[src/include/suc_pkg.sv]
// shared constants for the 4-bit up/down counter block
// assumes one 40 MHz clock and a classic wishbone register port
package suc_pkg;

   // ****************************************
   // widths
   // ****************************************
   localparam int SUC_CW = 4;
   localparam int SUC_DW = 32;
   localparam int SUC_AW = 4;
   localparam int SUC_CTRL_W = 8;

   // ****************************************
   // register offsets (byte addresses)
   // ****************************************
   localparam logic [SUC_AW-1:0] SUC_OFS_CTRL = 4'h0;
   localparam logic [SUC_AW-1:0] SUC_OFS_STAT = 4'h4;

   // ****************************************
   // control register fields
   // ****************************************
   localparam int SUC_CTRL_UP = 0;
   localparam int SUC_CTRL_P_N = 1;
   localparam int SUC_CTRL_T_N = 2;
   localparam int SUC_CTRL_LOAD_N = 3;
   localparam int SUC_CTRL_PRE_LSB = 4;

   // ****************************************
   // status register fields
   // ****************************************
   localparam int SUC_STAT_CNT_LSB = 0;
   localparam int SUC_STAT_CARRY_N = 4;

   // ****************************************
   // reset values
   // ****************************************
   localparam logic [SUC_CTRL_W-1:0] SUC_CTRL_RST = 8'h0e;
   localparam logic [SUC_CW-1:0] SUC_CNT_RST = 4'h0;
   localparam logic SUC_CARRY_N_RST = 1'b1;
   localparam logic SUC_ACK_RST = 1'b0;
   localparam logic [SUC_DW-1:0] SUC_DAT_RST = 32'h0000_0000;

   // terminal count: all ones going up, all zeros going down
   function automatic logic suc_terminal(input logic [SUC_CW-1:0] cnt, input logic up);
      return up ? (&cnt) : ~(|cnt);
   endfunction

endpackage

[src/logic/suc_count_core.sv]
// next-state logic of the 4-bit synchronous up/down counter
// assumes the caller registers the result on the rising clock edge
`timescale 1ns/100ps
module suc_count_core #(
   parameter int W = suc_pkg::SUC_CW
) (
   input wire logic [W-1:0] cnt_i,     // present count
   input wire logic [W-1:0] preset_i,  // parallel preset data
   input wire logic load_n_i,          // load, active low
   input wire logic p_n_i,             // count enable p, active low
   input wire logic t_n_i,             // count enable t, active low
   input wire logic up_i,              // 1 counts up, 0 counts down
   output logic [W-1:0] cnt_nxt_o      // count after the next edge
);
   import suc_pkg::*;

   // ****************************************
   // next count
   // ****************************************
   always_comb begin
      cnt_nxt_o = cnt_i;
      if (!load_n_i) begin
         cnt_nxt_o = preset_i;
      end else if (!p_n_i && !t_n_i) begin
         cnt_nxt_o = up_i ? cnt_i + W'(1) : cnt_i - W'(1);
      end
   end

endmodule

[src/logic/suc_wb_slave.sv]
// classic wishbone slave for the counter's two registers
// assumes a master that holds its request until ack, one access at a time
`timescale 1ns/100ps
module suc_wb_slave (
   input wire logic clk_i,                             // system clock
   input wire logic rst_i,                             // sync reset, high
   input wire logic cyc_i,                             // bus cycle
   input wire logic stb_i,                             // strobe
   input wire logic we_i,                              // write enable
   input wire logic [suc_pkg::SUC_AW-1:0] adr_i,       // byte address
   input wire logic [3:0] sel_i,                       // byte selects
   input wire logic [suc_pkg::SUC_DW-1:0] dat_i,       // write data
   input wire logic [suc_pkg::SUC_CTRL_W-1:0] ctrl_i,  // control readback
   input wire logic [suc_pkg::SUC_CTRL_W-1:0] stat_i,  // status readback
   output logic [suc_pkg::SUC_DW-1:0] dat_o,           // read data
   output logic ack_o,                                 // ack, one cycle
   output logic wr_ctrl_o,                             // control write pulse
   output logic [suc_pkg::SUC_CTRL_W-1:0] wr_data_o    // control write data
);
   import suc_pkg::*;

   logic req;

   assign req = cyc_i & stb_i;

   // ****************************************
   // acknowledge: one cycle after the request
   // ****************************************
   always_ff @(posedge clk_i) begin
      if (rst_i) begin
         ack_o <= SUC_ACK_RST;
      end else begin
         ack_o <= req & ~ack_o;
      end
   end

   // ****************************************
   // read data, captured with the request
   // ****************************************
   always_ff @(posedge clk_i) begin
      if (rst_i) begin
         dat_o <= SUC_DAT_RST;
      end else if (req && !ack_o && !we_i) begin
         unique case (adr_i)
            SUC_OFS_CTRL: dat_o <= {{(SUC_DW-SUC_CTRL_W){1'b0}}, ctrl_i};
            SUC_OFS_STAT: dat_o <= {{(SUC_DW-SUC_CTRL_W){1'b0}}, stat_i};
            default: dat_o <= SUC_DAT_RST;
         endcase
      end
   end

   // write lands on the edge where ack is seen high
   assign wr_ctrl_o = req & we_i & ack_o & sel_i[0] & (adr_i == SUC_OFS_CTRL);
   assign wr_data_o = dat_i[SUC_CTRL_W-1:0];

endmodule

[src/logic/suc_top.sv]
// top of the 4-bit synchronous up/down presettable counter
// assumes one clock, synchronous inputs and a classic wishbone master
`timescale 1ns/100ps
module suc_top (
   input wire logic clk_i,                          // 40 MHz clock
   input wire logic rst_i,                          // sync reset, high
   input wire logic cyc_i,                          // wishbone cycle
   input wire logic stb_i,                          // wishbone strobe
   input wire logic we_i,                           // wishbone write
   input wire logic [suc_pkg::SUC_AW-1:0] adr_i,    // wishbone address
   input wire logic [3:0] sel_i,                    // wishbone selects
   input wire logic [suc_pkg::SUC_DW-1:0] dat_i,    // wishbone write data
   input wire logic ext_p_n_i,                      // cascade enable p, low
   input wire logic ext_t_n_i,                      // cascade enable t, low
   input wire logic ext_load_n_i,                   // cascade load, low
   output logic [suc_pkg::SUC_DW-1:0] dat_o,        // wishbone read data
   output logic ack_o,                              // wishbone ack
   output logic [suc_pkg::SUC_CW-1:0] count_outputs_o, // count value
   output logic carry_n_o                           // carry, active low
);
   import suc_pkg::*;

   // ****************************************
   // declarations
   // ****************************************
   logic [SUC_CTRL_W-1:0] ctrl_r;
   logic [SUC_CTRL_W-1:0] ctrl_nxt;
   logic [SUC_CTRL_W-1:0] stat;
   logic [SUC_CTRL_W-1:0] wr_data;
   logic wr_ctrl;
   logic [SUC_CW-1:0] cnt_r;
   logic [SUC_CW-1:0] cnt_nxt;
   logic carry_n_r;
   logic carry_n_nxt;
   logic load_eff_n;
   logic p_eff_n;
   logic t_eff_n;
   logic t_fwd_n;
   logic up_eff;
   logic [SUC_CW-1:0] preset;

   // ****************************************
   // register port
   // ****************************************
   suc_wb_slave u_wb (
      .clk_i(clk_i),
      .rst_i(rst_i),
      .cyc_i(cyc_i),
      .stb_i(stb_i),
      .we_i(we_i),
      .adr_i(adr_i),
      .sel_i(sel_i),
      .dat_i(dat_i),
      .ctrl_i(ctrl_r),
      .stat_i(stat),
      .dat_o(dat_o),
      .ack_o(ack_o),
      .wr_ctrl_o(wr_ctrl),
      .wr_data_o(wr_data)
   );

   assign stat = {{(SUC_CTRL_W-SUC_CW-1){1'b0}}, carry_n_r, cnt_r};

   // ****************************************
   // control register
   // ****************************************
   assign ctrl_nxt = wr_ctrl ? wr_data : ctrl_r;

   always_ff @(posedge clk_i) begin
      if (rst_i) begin
         ctrl_r <= SUC_CTRL_RST;
      end else begin
         ctrl_r <= ctrl_nxt;
      end
   end

   // ****************************************
   // effective controls: register and cascade pins
   // ****************************************
   // a low on either source asserts load, so a neighbour's carry can load
   assign load_eff_n = ctrl_r[SUC_CTRL_LOAD_N] & ext_load_n_i;
   // enables are low only when both sources are low, for chaining
   assign p_eff_n = ctrl_r[SUC_CTRL_P_N] | ext_p_n_i;
   assign t_eff_n = ctrl_r[SUC_CTRL_T_N] | ext_t_n_i;
   assign up_eff = ctrl_r[SUC_CTRL_UP];
   assign preset = ctrl_r[SUC_CTRL_PRE_LSB +: SUC_CW];

   // ****************************************
   // count state
   // ****************************************
   suc_count_core #(
      .W(SUC_CW)
   ) u_core (
      .cnt_i(cnt_r),
      .preset_i(preset),
      .load_n_i(load_eff_n),
      .p_n_i(p_eff_n),
      .t_n_i(t_eff_n),
      .up_i(up_eff),
      .cnt_nxt_o(cnt_nxt)
   );

   always_ff @(posedge clk_i) begin
      if (rst_i) begin
         cnt_r <= SUC_CNT_RST;
      end else begin
         cnt_r <= cnt_nxt;
      end
   end

   // ****************************************
   // carry look-ahead
   // ****************************************
   // carry is judged on the state after this edge so the flop shows it
   // in the same cycle as the count it belongs to
   assign t_fwd_n = ctrl_nxt[SUC_CTRL_T_N] | ext_t_n_i;
   assign carry_n_nxt = ~(~t_fwd_n & suc_terminal(cnt_nxt, ctrl_nxt[SUC_CTRL_UP]));

   always_ff @(posedge clk_i) begin
      if (rst_i) begin
         carry_n_r <= SUC_CARRY_N_RST;
      end else begin
         carry_n_r <= carry_n_nxt;
      end
   end

   // ****************************************
   // outputs
   // ****************************************
   assign count_outputs_o = cnt_r;
   assign carry_n_o = carry_n_r;
endmodule

[config.mk]
export PLATFORM = sky130hd
export DESIGN_NAME = suc_top
export DESIGN_NICKNAME = d
export VERILOG_FILES = /design/src/include/suc_pkg.sv /design/src/logic/suc_count_core.sv /design/src/logic/suc_wb_slave.sv /design/src/logic/suc_top.sv
export SDC_FILE = /design/constraint.sdc
export NUM_CORES = 1
export LEC_CHECK = 0
export ABC_AREA = 1
export BUFFER_PORTS_ARGS = -buffer_cell sky130_fd_sc_hd__buf_2
export CORE_MARGIN = 2
export CORE_UTILIZATION = 25
export CTS_CLUSTER_SIZE = 12
export DETAILED_ROUTE_END_ITERATION = 12
export SYNTH_ARGS = -nofsm -noshare
export SYNTH_HDL_FRONTEND = slang
export SYNTH_HIERARCHICAL = 1
export SYNTH_SLANG_ARGS = --single-unit
[constraint.sdc]
create_clock -name clk_i -period 1.7 [get_ports clk_i]
set_input_delay 0 -clock clk_i [delete_from_list [all_inputs] [get_ports clk_i]]
set_output_delay 0 -clock clk_i [all_outputs]
set_load 0.05 [all_outputs]
**Word-level counts from Yosys, hierarchy flattened**

Index checks and enable logic that the tools add are counted.

- Flip-flop bits (word level): 46
- Input bits: 48
- Output and inout port bits: 38
- Logic and storage cells: 40

- Add/sub/neg operators: 2
- Equality and inequality tests: 1
- Multiplexer cells: 6
- Bitwise operators: 15
- Reduce and logical (&&, ||, !) cells: 10

Operator list:

| operator | number |
|---|---|
| case mux 8 bit (2 select lines) | 1 |
| 2-to-1 mux 4 bit | 3 |
| bitwise AND 1 bit | 8 |
| adder 4 x 1 -> 4 bit (second input constant) | 1 |
| equality test 4 x 3 -> 1 bit (second input constant) | 1 |
| logical NOT 1 bit | 4 |
| logical NOT 4 bit | 1 |
| inverter 1 bit | 4 |
| AND reduction 4 bit | 1 |
| OR reduction 4 bit | 1 |
| subtractor 4 x 1 -> 4 bit (second input constant) | 1 |
| logical AND 1 bit | 3 |
| 2-to-1 mux 3 bit | 1 |
| bitwise OR 1 bit | 3 |
| 2-to-1 mux 1 bit | 1 |

**Logic depth before layout (Yosys ltp)**

Gate-level depths: netlist (run 1).

- Word-level depth: 10
- Gate-level depth with buffers: 13
- Mapped depth without buffers: 13

**Hierarchy**

Netlist (run 1), hierarchy kept.

By module, submodules not included:

| module | times used | cells each | area an instance (um^2) | sequential area each (um^2) |
|---|---|---|---|---|
| suc_wb_slave | 1 | 124 | 795.8 | 180.2 |
| suc_top | 1 | 62 | 515.5 | 260.2 |
| suc_count_core | 1 | 37 | 205.2 | 0.0 |

**Worst setup path after synthesis (run 1)**

OpenSTA, ideal clock, no wires.

- Kind: reg2reg
- From: reg cnt_r[2], in the netlist count_outputs_o[2]
- To: reg carry_n_r, in the netlist carry_n_o
- Library setup time: 0.117 ns
- Data arrival time: 1.731 ns
- Data required time: 1.583 ns
- Setup slack: -0.148 ns
- Stages on the path, launching flop included: 11
- Buffers on the path: 0
- Clock period less this slack: 1.848 ns
- Cells stage by stage: dfxtp_1 > ha_1 > or2_1 > nand3_1 > nand3_1 > nand2_1 > nand2_1 > inv_1 > nand3_1 > nand2_2 > nand3_2

- Longest elaborated chain between the ends: 9
- Elaborated cells between the ends (all ways): 11
- Those cells by class: 2 x add/sub; 4 x mux; 3 x bitwise; 2 x reduce/logical

Ends and longest elaborated chain:

| what | line | source |
|---|---|---|
| start, declared | suc_top.sv:31 | `logic [SUC_CW-1:0] cnt_r;` |
| start signal, assigned | suc_top.sv:107 | `cnt_r <= cnt_nxt;` |
| subtractor 4 x 1 -> 4 bit / adder 4 x 1 -> 4 bit (equally long branches) | suc_count_core.sv:25 | `cnt_nxt_o = up_i ? cnt_i + W'(1) : cnt_i - W'(1);` |
| 2-to-1 mux 4 bit (*) | suc_count_core.sv:25 |  |
| 2-to-1 mux 4 bit (*) | suc_count_core.sv:24 | `end else if (!p_n_i && !t_n_i) begin` |
| 2-to-1 mux 4 bit (*) | suc_count_core.sv:22 | `if (!load_n_i) begin` |
| via cnt_nxt[3] | suc_top.sv:32 | `logic [SUC_CW-1:0] cnt_nxt;` |
| OR reduction 4 bit | suc_pkg.sv:45 | `return up ? (&cnt) : ~(\|cnt);` |
| inverter 1 bit | suc_pkg.sv:45 |  |
| 2-to-1 mux 1 bit (*) | suc_pkg.sv:45 |  |
| bitwise AND 1 bit (*) | suc_top.sv:117 | `assign carry_n_nxt = ~(~t_fwd_n & suc_terminal(cnt_nxt, ctrl_nxt[SUC_CTRL_UP]));` |
| inverter 1 bit (*) | suc_top.sv:117 |  |
| end signal, assigned | suc_top.sv:123 | `carry_n_r <= carry_n_nxt;` |
| end, declared | suc_top.sv:33 | `logic carry_n_r;` |

The timed path passes the listed nets; every way through them passes the cells marked *.
A chain may end at the register's enable or synchronous reset.

**Worst setup path after layout (run 1)**

- From: reg ctrl_r[0]
- To: reg carry_n_r, in the netlist carry_n_o

- Longest elaborated chain between the ends: 8
- Elaborated cells between the ends (all ways): 10
- Those cells by class: 5 x mux; 3 x bitwise; 2 x reduce/logical

Ends and longest elaborated chain:

| what | line | source |
|---|---|---|
| start, declared | suc_top.sv:26 | `logic [SUC_CTRL_W-1:0] ctrl_r;` |
| start signal, assigned | suc_top.sv:73 | `ctrl_r <= ctrl_nxt;` |
| 2-to-1 mux 4 bit (*) | suc_count_core.sv:25 |  |
| 2-to-1 mux 4 bit (*) | suc_count_core.sv:24 |  |
| 2-to-1 mux 4 bit (*) | suc_count_core.sv:22 |  |
| via cnt_nxt[2] | suc_top.sv:32 |  |
| OR reduction 4 bit | suc_pkg.sv:45 |  |
| inverter 1 bit | suc_pkg.sv:45 |  |
| 2-to-1 mux 1 bit (*) | suc_pkg.sv:45 |  |
| bitwise AND 1 bit (*) | suc_top.sv:117 |  |
| inverter 1 bit (*) | suc_top.sv:117 |  |

Marked as above.

==> results.py, run 1 <==
metrics = {
    "status": {
        "status": "complete, no violations",
    },
    "floorplan": {
        "die_w_um": 81.9,
        "initial_core_util_pct": 25.8,
        "coreArea_sq_um": 5890,
        "io_pins": 86,
        "rows": 28,
        "dieArea_sq_um": 6710,
        "die_h_um": 81.9,
    },
    "cells_and_area": {
        "diodes": 0,
        "syn2layout_area_growth_pct": 19.6,
        "layout.nets": 317,
        "instances_no_fill": 340,
        "drive_gt1_share_pct": 28.7,
        "fillers": 666,
    },
    "min_path": {
        "min_path_type": "input pin to register",
        "hold_depth": 3,
    },
    "timing": {
        "final_max_slew_viol_count": 0,
        "rsz0062_at_grt": "no",
        "skew_ns": 0.00300,
        "hold_viol_final": 0,
        "fin_ws_ns": 0.110,
        "period_minus_slack_ns": 1.59,
        "setup_viol": 0,
        "finalCritPeriodShare_pct": 93.5,
        "fin_hold_ws_ns": 0.0133,
        "max_freq_ghz": 0.629,
    },
    "grt": {
        "grt_usage_pct": 9.96,
        "antenna_found_initial": 0,
        "grt_overflow": 0,
        "grt_max_degree": 17,
        "grt_first_pass_wirelength_um": 5260,
        "grt_pass1_vias": 1198,
    },
    "placement": {
        "hpwl_um": 2520,
        "dpl.cell_count": 328,
        "gp_congestion": 0.847,
        "io_buffers": 34,
        "dp_slack_ns": -0.00279,
    },
    "power": {
        "p_sw_share_pct": 33.3,
        "intPower_w": 0.000800,
        "p_sw_w": 0.000399,
        "powerDensity_nw_per_um2": 661,
        "seqPwrFrac_pct": 44.5,
        "peakVddDrop_mv": 0.349,
        "p_comb_share_pct": 24.6,
        "p_leak_nw": 0.903,
        "p_clk_share_pct": 30.9,
    },
    "synth": {
        "synth_edf_count": 0,
        "yosys_warnings": 6,
        "yosys.area.top_type": "dfxtp_1",
        "synth_cell_types": 27,
        "yosysSeqAreaShare_pct": 29.0,
        "synthTopCellsByArea": "dfxtp_1, buf_4, nand2_1",
        "syn_avg_cell_area_sq_um": 6.80,
        "ys_top_cells_by_count": "nand2_1, nor2_1, buf_4, dfxtp_1, nand3_1",
        "synth_area_sq_um": 1520,
        "synthCells": 223,
        "async_flop_share_pct": 0,
        "synth.top_cell.area_share_pct": 29.0,
        "ys_ff_latch": 22,
        "ys.flop_type": "dfxtp_1",
        "post-synth-top-count-cell": "nand2_1",
    },
    "routing": {
        "wire_per_inst_um": 9.21,
        "vias": 1295,
        "finalWirelength_um": 3130,
        "post-route-drc-count": 0,
        "firstDrtPassIters": 4,
        "antenna_left": 0,
        "vias_per_cell": 3.81,
        "drt_first_iter_violations": 28,
    },
    "worst_setup_path": {
        "crit_end": "carry_n_o",
        "r2r-end": "carry_n_o",
        "rr_worst_depth": 9,
        "r2r-start": "ctrl_r[0]",
        "worstSetupEndpointType": "register",
        "cp-startpoint": "ctrl_r[0]",
        "critPathMaxFanout": 4,
        "cp.required_ns": 1.85,
        "critPathKind": "register to register",
        "start_kind": "register",
        "critical_path_arrival_ns": 1.74,
        "rrSetupSlack_ns": 0.11,
    },
    "clock_network": {
        "numCtsBuffers": 3,
        "cts.sinks": 22,
        "cts_tree": "done",
        "clk_latency_ns": 0.26,
        "clock_path_buffers": 2,
        "cts-root-buf": "clkbuf_8",
        "clkTransAtPathRegs_ns": 0.08,
        "htree_levels": 1,
    },
    "job": {
        "max_cap_violations": 0,
    },
}
-- cell families (layout without fill, tap and decap cells) --
| logic type | after synthesis | after routing | share of synthesized area (%) |
|---|---|---|---|
| AOI/OAI and AO/OA | 10 | 10 | 3.55 |
| xor gates and xnor gates | 1 | 1 | 0.578 |
| adders and majority gates | 3 | 3 | 2.97 |
| buffers and inverters | 60 | 77 | 24.6 |
| DFF | 22 | 22 | 29.0 |
| other | 2 | 27 | 0.495 |
| and+or+nand+nor | 125 | 125 | 38.8 |
-- state kept, by name, summed over array words and instances (netlist names) --
signal,flops
carry_n_o,1
count_outputs_o,4
u_wb/dat_o,8
ctrl_r,8
u_wb/ack_o,1
-- worst min path at each step --
stage	start	end	slack [ns]
6_report	dat_i[2]	ctrl_r[2]	0.01
5_1_grt	rst_i	count_outputs_o[0]	0.01
4_1_cts	stb_i	u_wb/ack_o	0.006
3_5_place_dp	dat_i[1]	ctrl_r[1]	0.22
3_3_place_gp	dat_i[3]	ctrl_r[3]	0.21
2_1_floorplan	rst_i	count_outputs_o[0]	0.06
-- layout by cell type (no fill, tap or decap), types with 2 or more instances in the layout --
cell / n
a21oi_2: 3
buf_2: 34
buf_4: 7
clkbuf_8: 4
conb_1: 27
dfxtp_1: 18
dfxtp_2: 4
dlygate4sd3_1: 7
inv_1: 20
inv_2: 3
nand2_1: 47
nand2_2: 5
nand3_1: 22
nor2_1: 33
nor2_2: 3
nor2_4: 4
nor3_1: 3
o21ai_0: 5
or2_1: 2
-- stage by stage --
stage / cell area (sq um) / utilization, % / power, W / setup TNS (ns)
detailed placement: 1650 / 28.0 / 0.000822 / -0.00279
global placement: 1650 / 28.0 / 0.000820 / 0
CTS: 1790 / 30.4 / 0.00122 / 0
global route: 1810 / 30.8 / 0.00127 / 0
finish: 1810 / 30.8 / 0.00120 / 0
floorplan: 1610 / - / 0.000824 / 0
-- per-layer routing --
metal	GRT usage [%]	share of wire [%]	wire, um
met5	0	0	0
met4	1.83	0.48	15
met3	2.86	6.2	194
met2	16.3	45	1400
met1	13.1	49	1530
-- repair_timing --
action	in CTS	in global routing
hold endpoints to repair	7	0
resized for setup	1	8
setup buffers	0	1
hold buffers	7	0
pin swaps	0	2
setup endpoints to repair	1	1
-- worst max-delay path: stages (launching register included) --
cell and delay [ns]:
dfxtp_2 0.35, inv_4 0.05, fa_1 0.37, or2_1 0.22, nand3_1 0.10, a21oi_2 0.07
inv_1 0.07, nand3_1 0.09, nand2_2 0.08, nand3_2 0.08
-- power by group through the flow --
stage          combinational (W)  sequential, W  clock, W
2_1_floorplan           0.000238       0.000585         0
3_3_place_gp            0.000275       0.000545         0
3_5_place_dp            0.000276       0.000545         0
4_1_cts                 0.000291       0.000533  0.000393
5_1_grt                 0.000323       0.000535  0.000412
6_report                0.000295       0.000533  0.000371
-- cell type report --
cell class              instances  area, sq um  share of cell area, %
clock buffers                   4         55.1                   3.03
inverters                      25          101                   5.59
multi-input cells             166          826                   45.5
flip-flops and latches         22          445                   24.6
well taps                      75         93.8                   5.17
repair buffers                 48          293                   16.1
Note: power is estimated with default switching activity, not from simulation.
==> inputs of run 2 (changes only) <==
--- a/config.mk
+++ b/config.mk
@@ -6,11 +6,13 @@
 export NUM_CORES = 1
 export LEC_CHECK = 0
 export ABC_AREA = 1
+export ABC_CLOCK_PERIOD_IN_PS = 1700
 export BUFFER_PORTS_ARGS = -buffer_cell sky130_fd_sc_hd__buf_2
 export CORE_MARGIN = 2
-export CORE_UTILIZATION = 25
+export CORE_UTILIZATION = 40
 export CTS_CLUSTER_SIZE = 12
 export DETAILED_ROUTE_END_ITERATION = 12
+export PLACE_DENSITY = 0.77
 export SYNTH_ARGS = -nofsm -noshare
 export SYNTH_HDL_FRONTEND = slang
 export SYNTH_HIERARCHICAL = 1
==> run 2 against run 1 <==
Against the previous run:
- cell area shrank 1.9%
- utilization rose by 18 points
- critical path depth unchanged
- worst setup slack got worse by 0.036 ns
- critical path type unchanged
- critical endpoint unchanged
==> results.py, run 2 (synthesis results as in run 1) <==
metrics = {
    "routing": {
        "vias_per_cell": 4.20,
        "antenna_left": 0,
        "wire_per_inst_um": 9.36,
        "post-route-drc-count": 0,
        "vias": 1310,
        "drt_first_iter_violations": 52,
        "finalWirelength_um": 2920,
        "firstDrtPassIters": 4,
    },
    "clock_network": {
        "clkTransAtPathRegs_ns": 0.08,
        "numCtsBuffers": 3,
        "cts_tree": "done",
        "cts.sinks": 22,
        "clock_path_buffers": 2,
        "htree_levels": 1,
        "cts-root-buf": "clkbuf_8",
        "clk_latency_ns": 0.26,
    },
    "worst_setup_path": {
        "start_kind": "register",
        "rrSetupSlack_ns": 0.07,
        "worstPathCellList": "inv_2 -> fa_1 -> or2_1 -> nand3_1 -> a21oi_1 -> inv_1 -> nand3_1 -> nand2_2 -> nand3_2",
        "critical_path_arrival_ns": 1.78,
        "r2r-start": "ctrl_r[0]",
        "critPathMaxFanout": 4,
        "crit_path_frequent_cell": "nand3_1",
        "slowest_stage": "fa_1",
        "rr_worst_depth": 9,
        "worstSetupEndpointType": "register",
        "cp.required_ns": 1.85,
        "critPathKind": "register to register",
        "r2r-end": "carry_n_o",
        "critPathMaxStageDelay_ns": 0.38,
    },
    "grt": {
        "grt_pass1_vias": 1170,
        "antenna_found_initial": 0,
        "grt_max_degree": 17,
        "grt_first_pass_wirelength_um": 4810,
        "grt_overflow": 0,
        "grt_usage_pct": 14.0,
    },
    "timing": {
        "hold_viol_final": 0,
        "period_minus_slack_ns": 1.63,
        "finalCritPeriodShare_pct": 95.6,
        "final_max_slew_viol_count": 0,
        "fin_hold_ws_ns": 0.0133,
        "skew_ns": 0.00234,
        "max_freq_ghz": 0.615,
        "setup_viol": 0,
    },
    "cells_and_area": {
        "diodes": 0,
        "mostFrequentLayoutCell": "nand2_1",
        "syn2layout_area_growth_pct": 17.3,
        "final_core_utilization_pct": 48.6,
        "instances_no_fill": 312,
        "drive_gt1_share_pct": 28.0,
        "fillers": 366,
        "mostFrequentLayoutCells": "nand2_1, buf_2, nor2_1",
        "layout.nets": 316,
    },
    "placement": {
        "io_buffers": 34,
        "dpl.cell_count": 300,
        "hpwl_um": 2220,
        "gp_congestion": 0.802,
    },
    "floorplan": {
        "dieArea_sq_um": 4300,
        "rows": 22,
        "die_w_um": 65.6,
        "die_h_um": 65.6,
        "initial_core_util_pct": 41.4,
        "coreArea_sq_um": 3660,
        "io_pins": 86,
    },
    "min_path": {
        "min_to": "u_wb/ack_o",
        "min_path_type": "input pin to register",
        "hold_depth": 3,
        "hold_start": "stb_i",
    },
    "status": {
        "status": "complete, no violations",
    },
    "power": {
        "powerDensity_nw_per_um2": 738,
        "peakVddDrop_mv": 0.398,
        "p_leak_nw": 0.905,
    },
    "job": {
        "max_cap_violations": 0,
    },
}
run 2: cell count changes in the layout (fill, tap and decap cells not counted):
cell       previous run  this run
a21oi_1               0         2
a21oi_2               3         1
buf_4                 7         6
bufinv_16             0         1
clkbuf_8              4         3
inv_1                20        19
inv_2                 3         5
inv_4                 1         0
run 2: critical path: cells and delay by family, from the launching register on:
family | cells | cell delay (ns)
simple gates | 5 | 0.57
fa+ha+maj | 1 | 0.38
flops | 1 | 0.34
buf+inv | 2 | 0.15
compound gates | 1 | 0.08
run 2: cell type report:
cell class	count	area (sq um)	area share [%]
Inverter	25	98.8	5.56
Clock inverter	1	30.0	1.69
Sequential cell	22	445	25.0
Clock buffer	3	41.3	2.32
Timing Repair Buffer	47	285	16.0
Tap cell	48	60.1	3.38
Multi-Input combinational cell	166	818	46.0
run 2: per-layer routing:
metal,part of all wire (%),GRT usage [%],vias to the layer above
met5,0,0,-
met4,0.51,4.43,0
met3,6.0,2.91,2
met2,50,24.7,43
met1,44,16.9,558
li1,-,-,707
run 2: worst max-delay path by stage:
stage / startpoint / to / slack [ns] / cells past startpoint
detailed placement: ctrl_r[0] / carry_n_o / 0.02 / 11
CTS: ctrl_r[0] / carry_n_o / 0.005 / 11
floorplan: count_outputs_o[2] / carry_n_o / 0.05 / 10
global route: ctrl_r[0] / carry_n_o / -0.003 / 9
global placement: ctrl_r[0] / carry_n_o / 0.03 / 11
finish: ctrl_r[0] / carry_n_o / 0.07 / 9
run 2: power by group:
| group | total, W | internal (W) | switching, W |
|---|---|---|---|
| clock | 0.000492 | 0.000314 | 0.000178 |
| combinational | 0.000287 | 0.0000629 | 0.000224 |
| sequential | 0.000534 | 0.000527 | 0.00000709 |
| total | 0.00131 | 0.000904 | 0.000409 |
run 2: repair_timing:
action / CTS / global route
hold buffers: 7 / 0
buffers inserted: 0 / 1
pin swaps: 0 / 2
endpoints found under the hold margin: 7 / 0
gates resized for setup: 1 / 6
endpoints found under the setup margin: 1 / 1
run 2: per-stage QoR:
stage / area (sq um) / setup slack, ns / total power, W / TNS [ns]
4_1_cts: 1750 / 0.00525 / 0.00132 / 0
3_3_place_gp: 1610 / 0.0350 / 0.000817 / 0
6_report: 1780 / 0.0744 / 0.00131 / 0
5_1_grt: 1780 / -0.00298 / 0.00137 / -0.00298
2_1_floorplan: 1610 / 0.0487 / 0.000824 / 0
3_5_place_dp: 1610 / 0.0177 / 0.000818 / 0
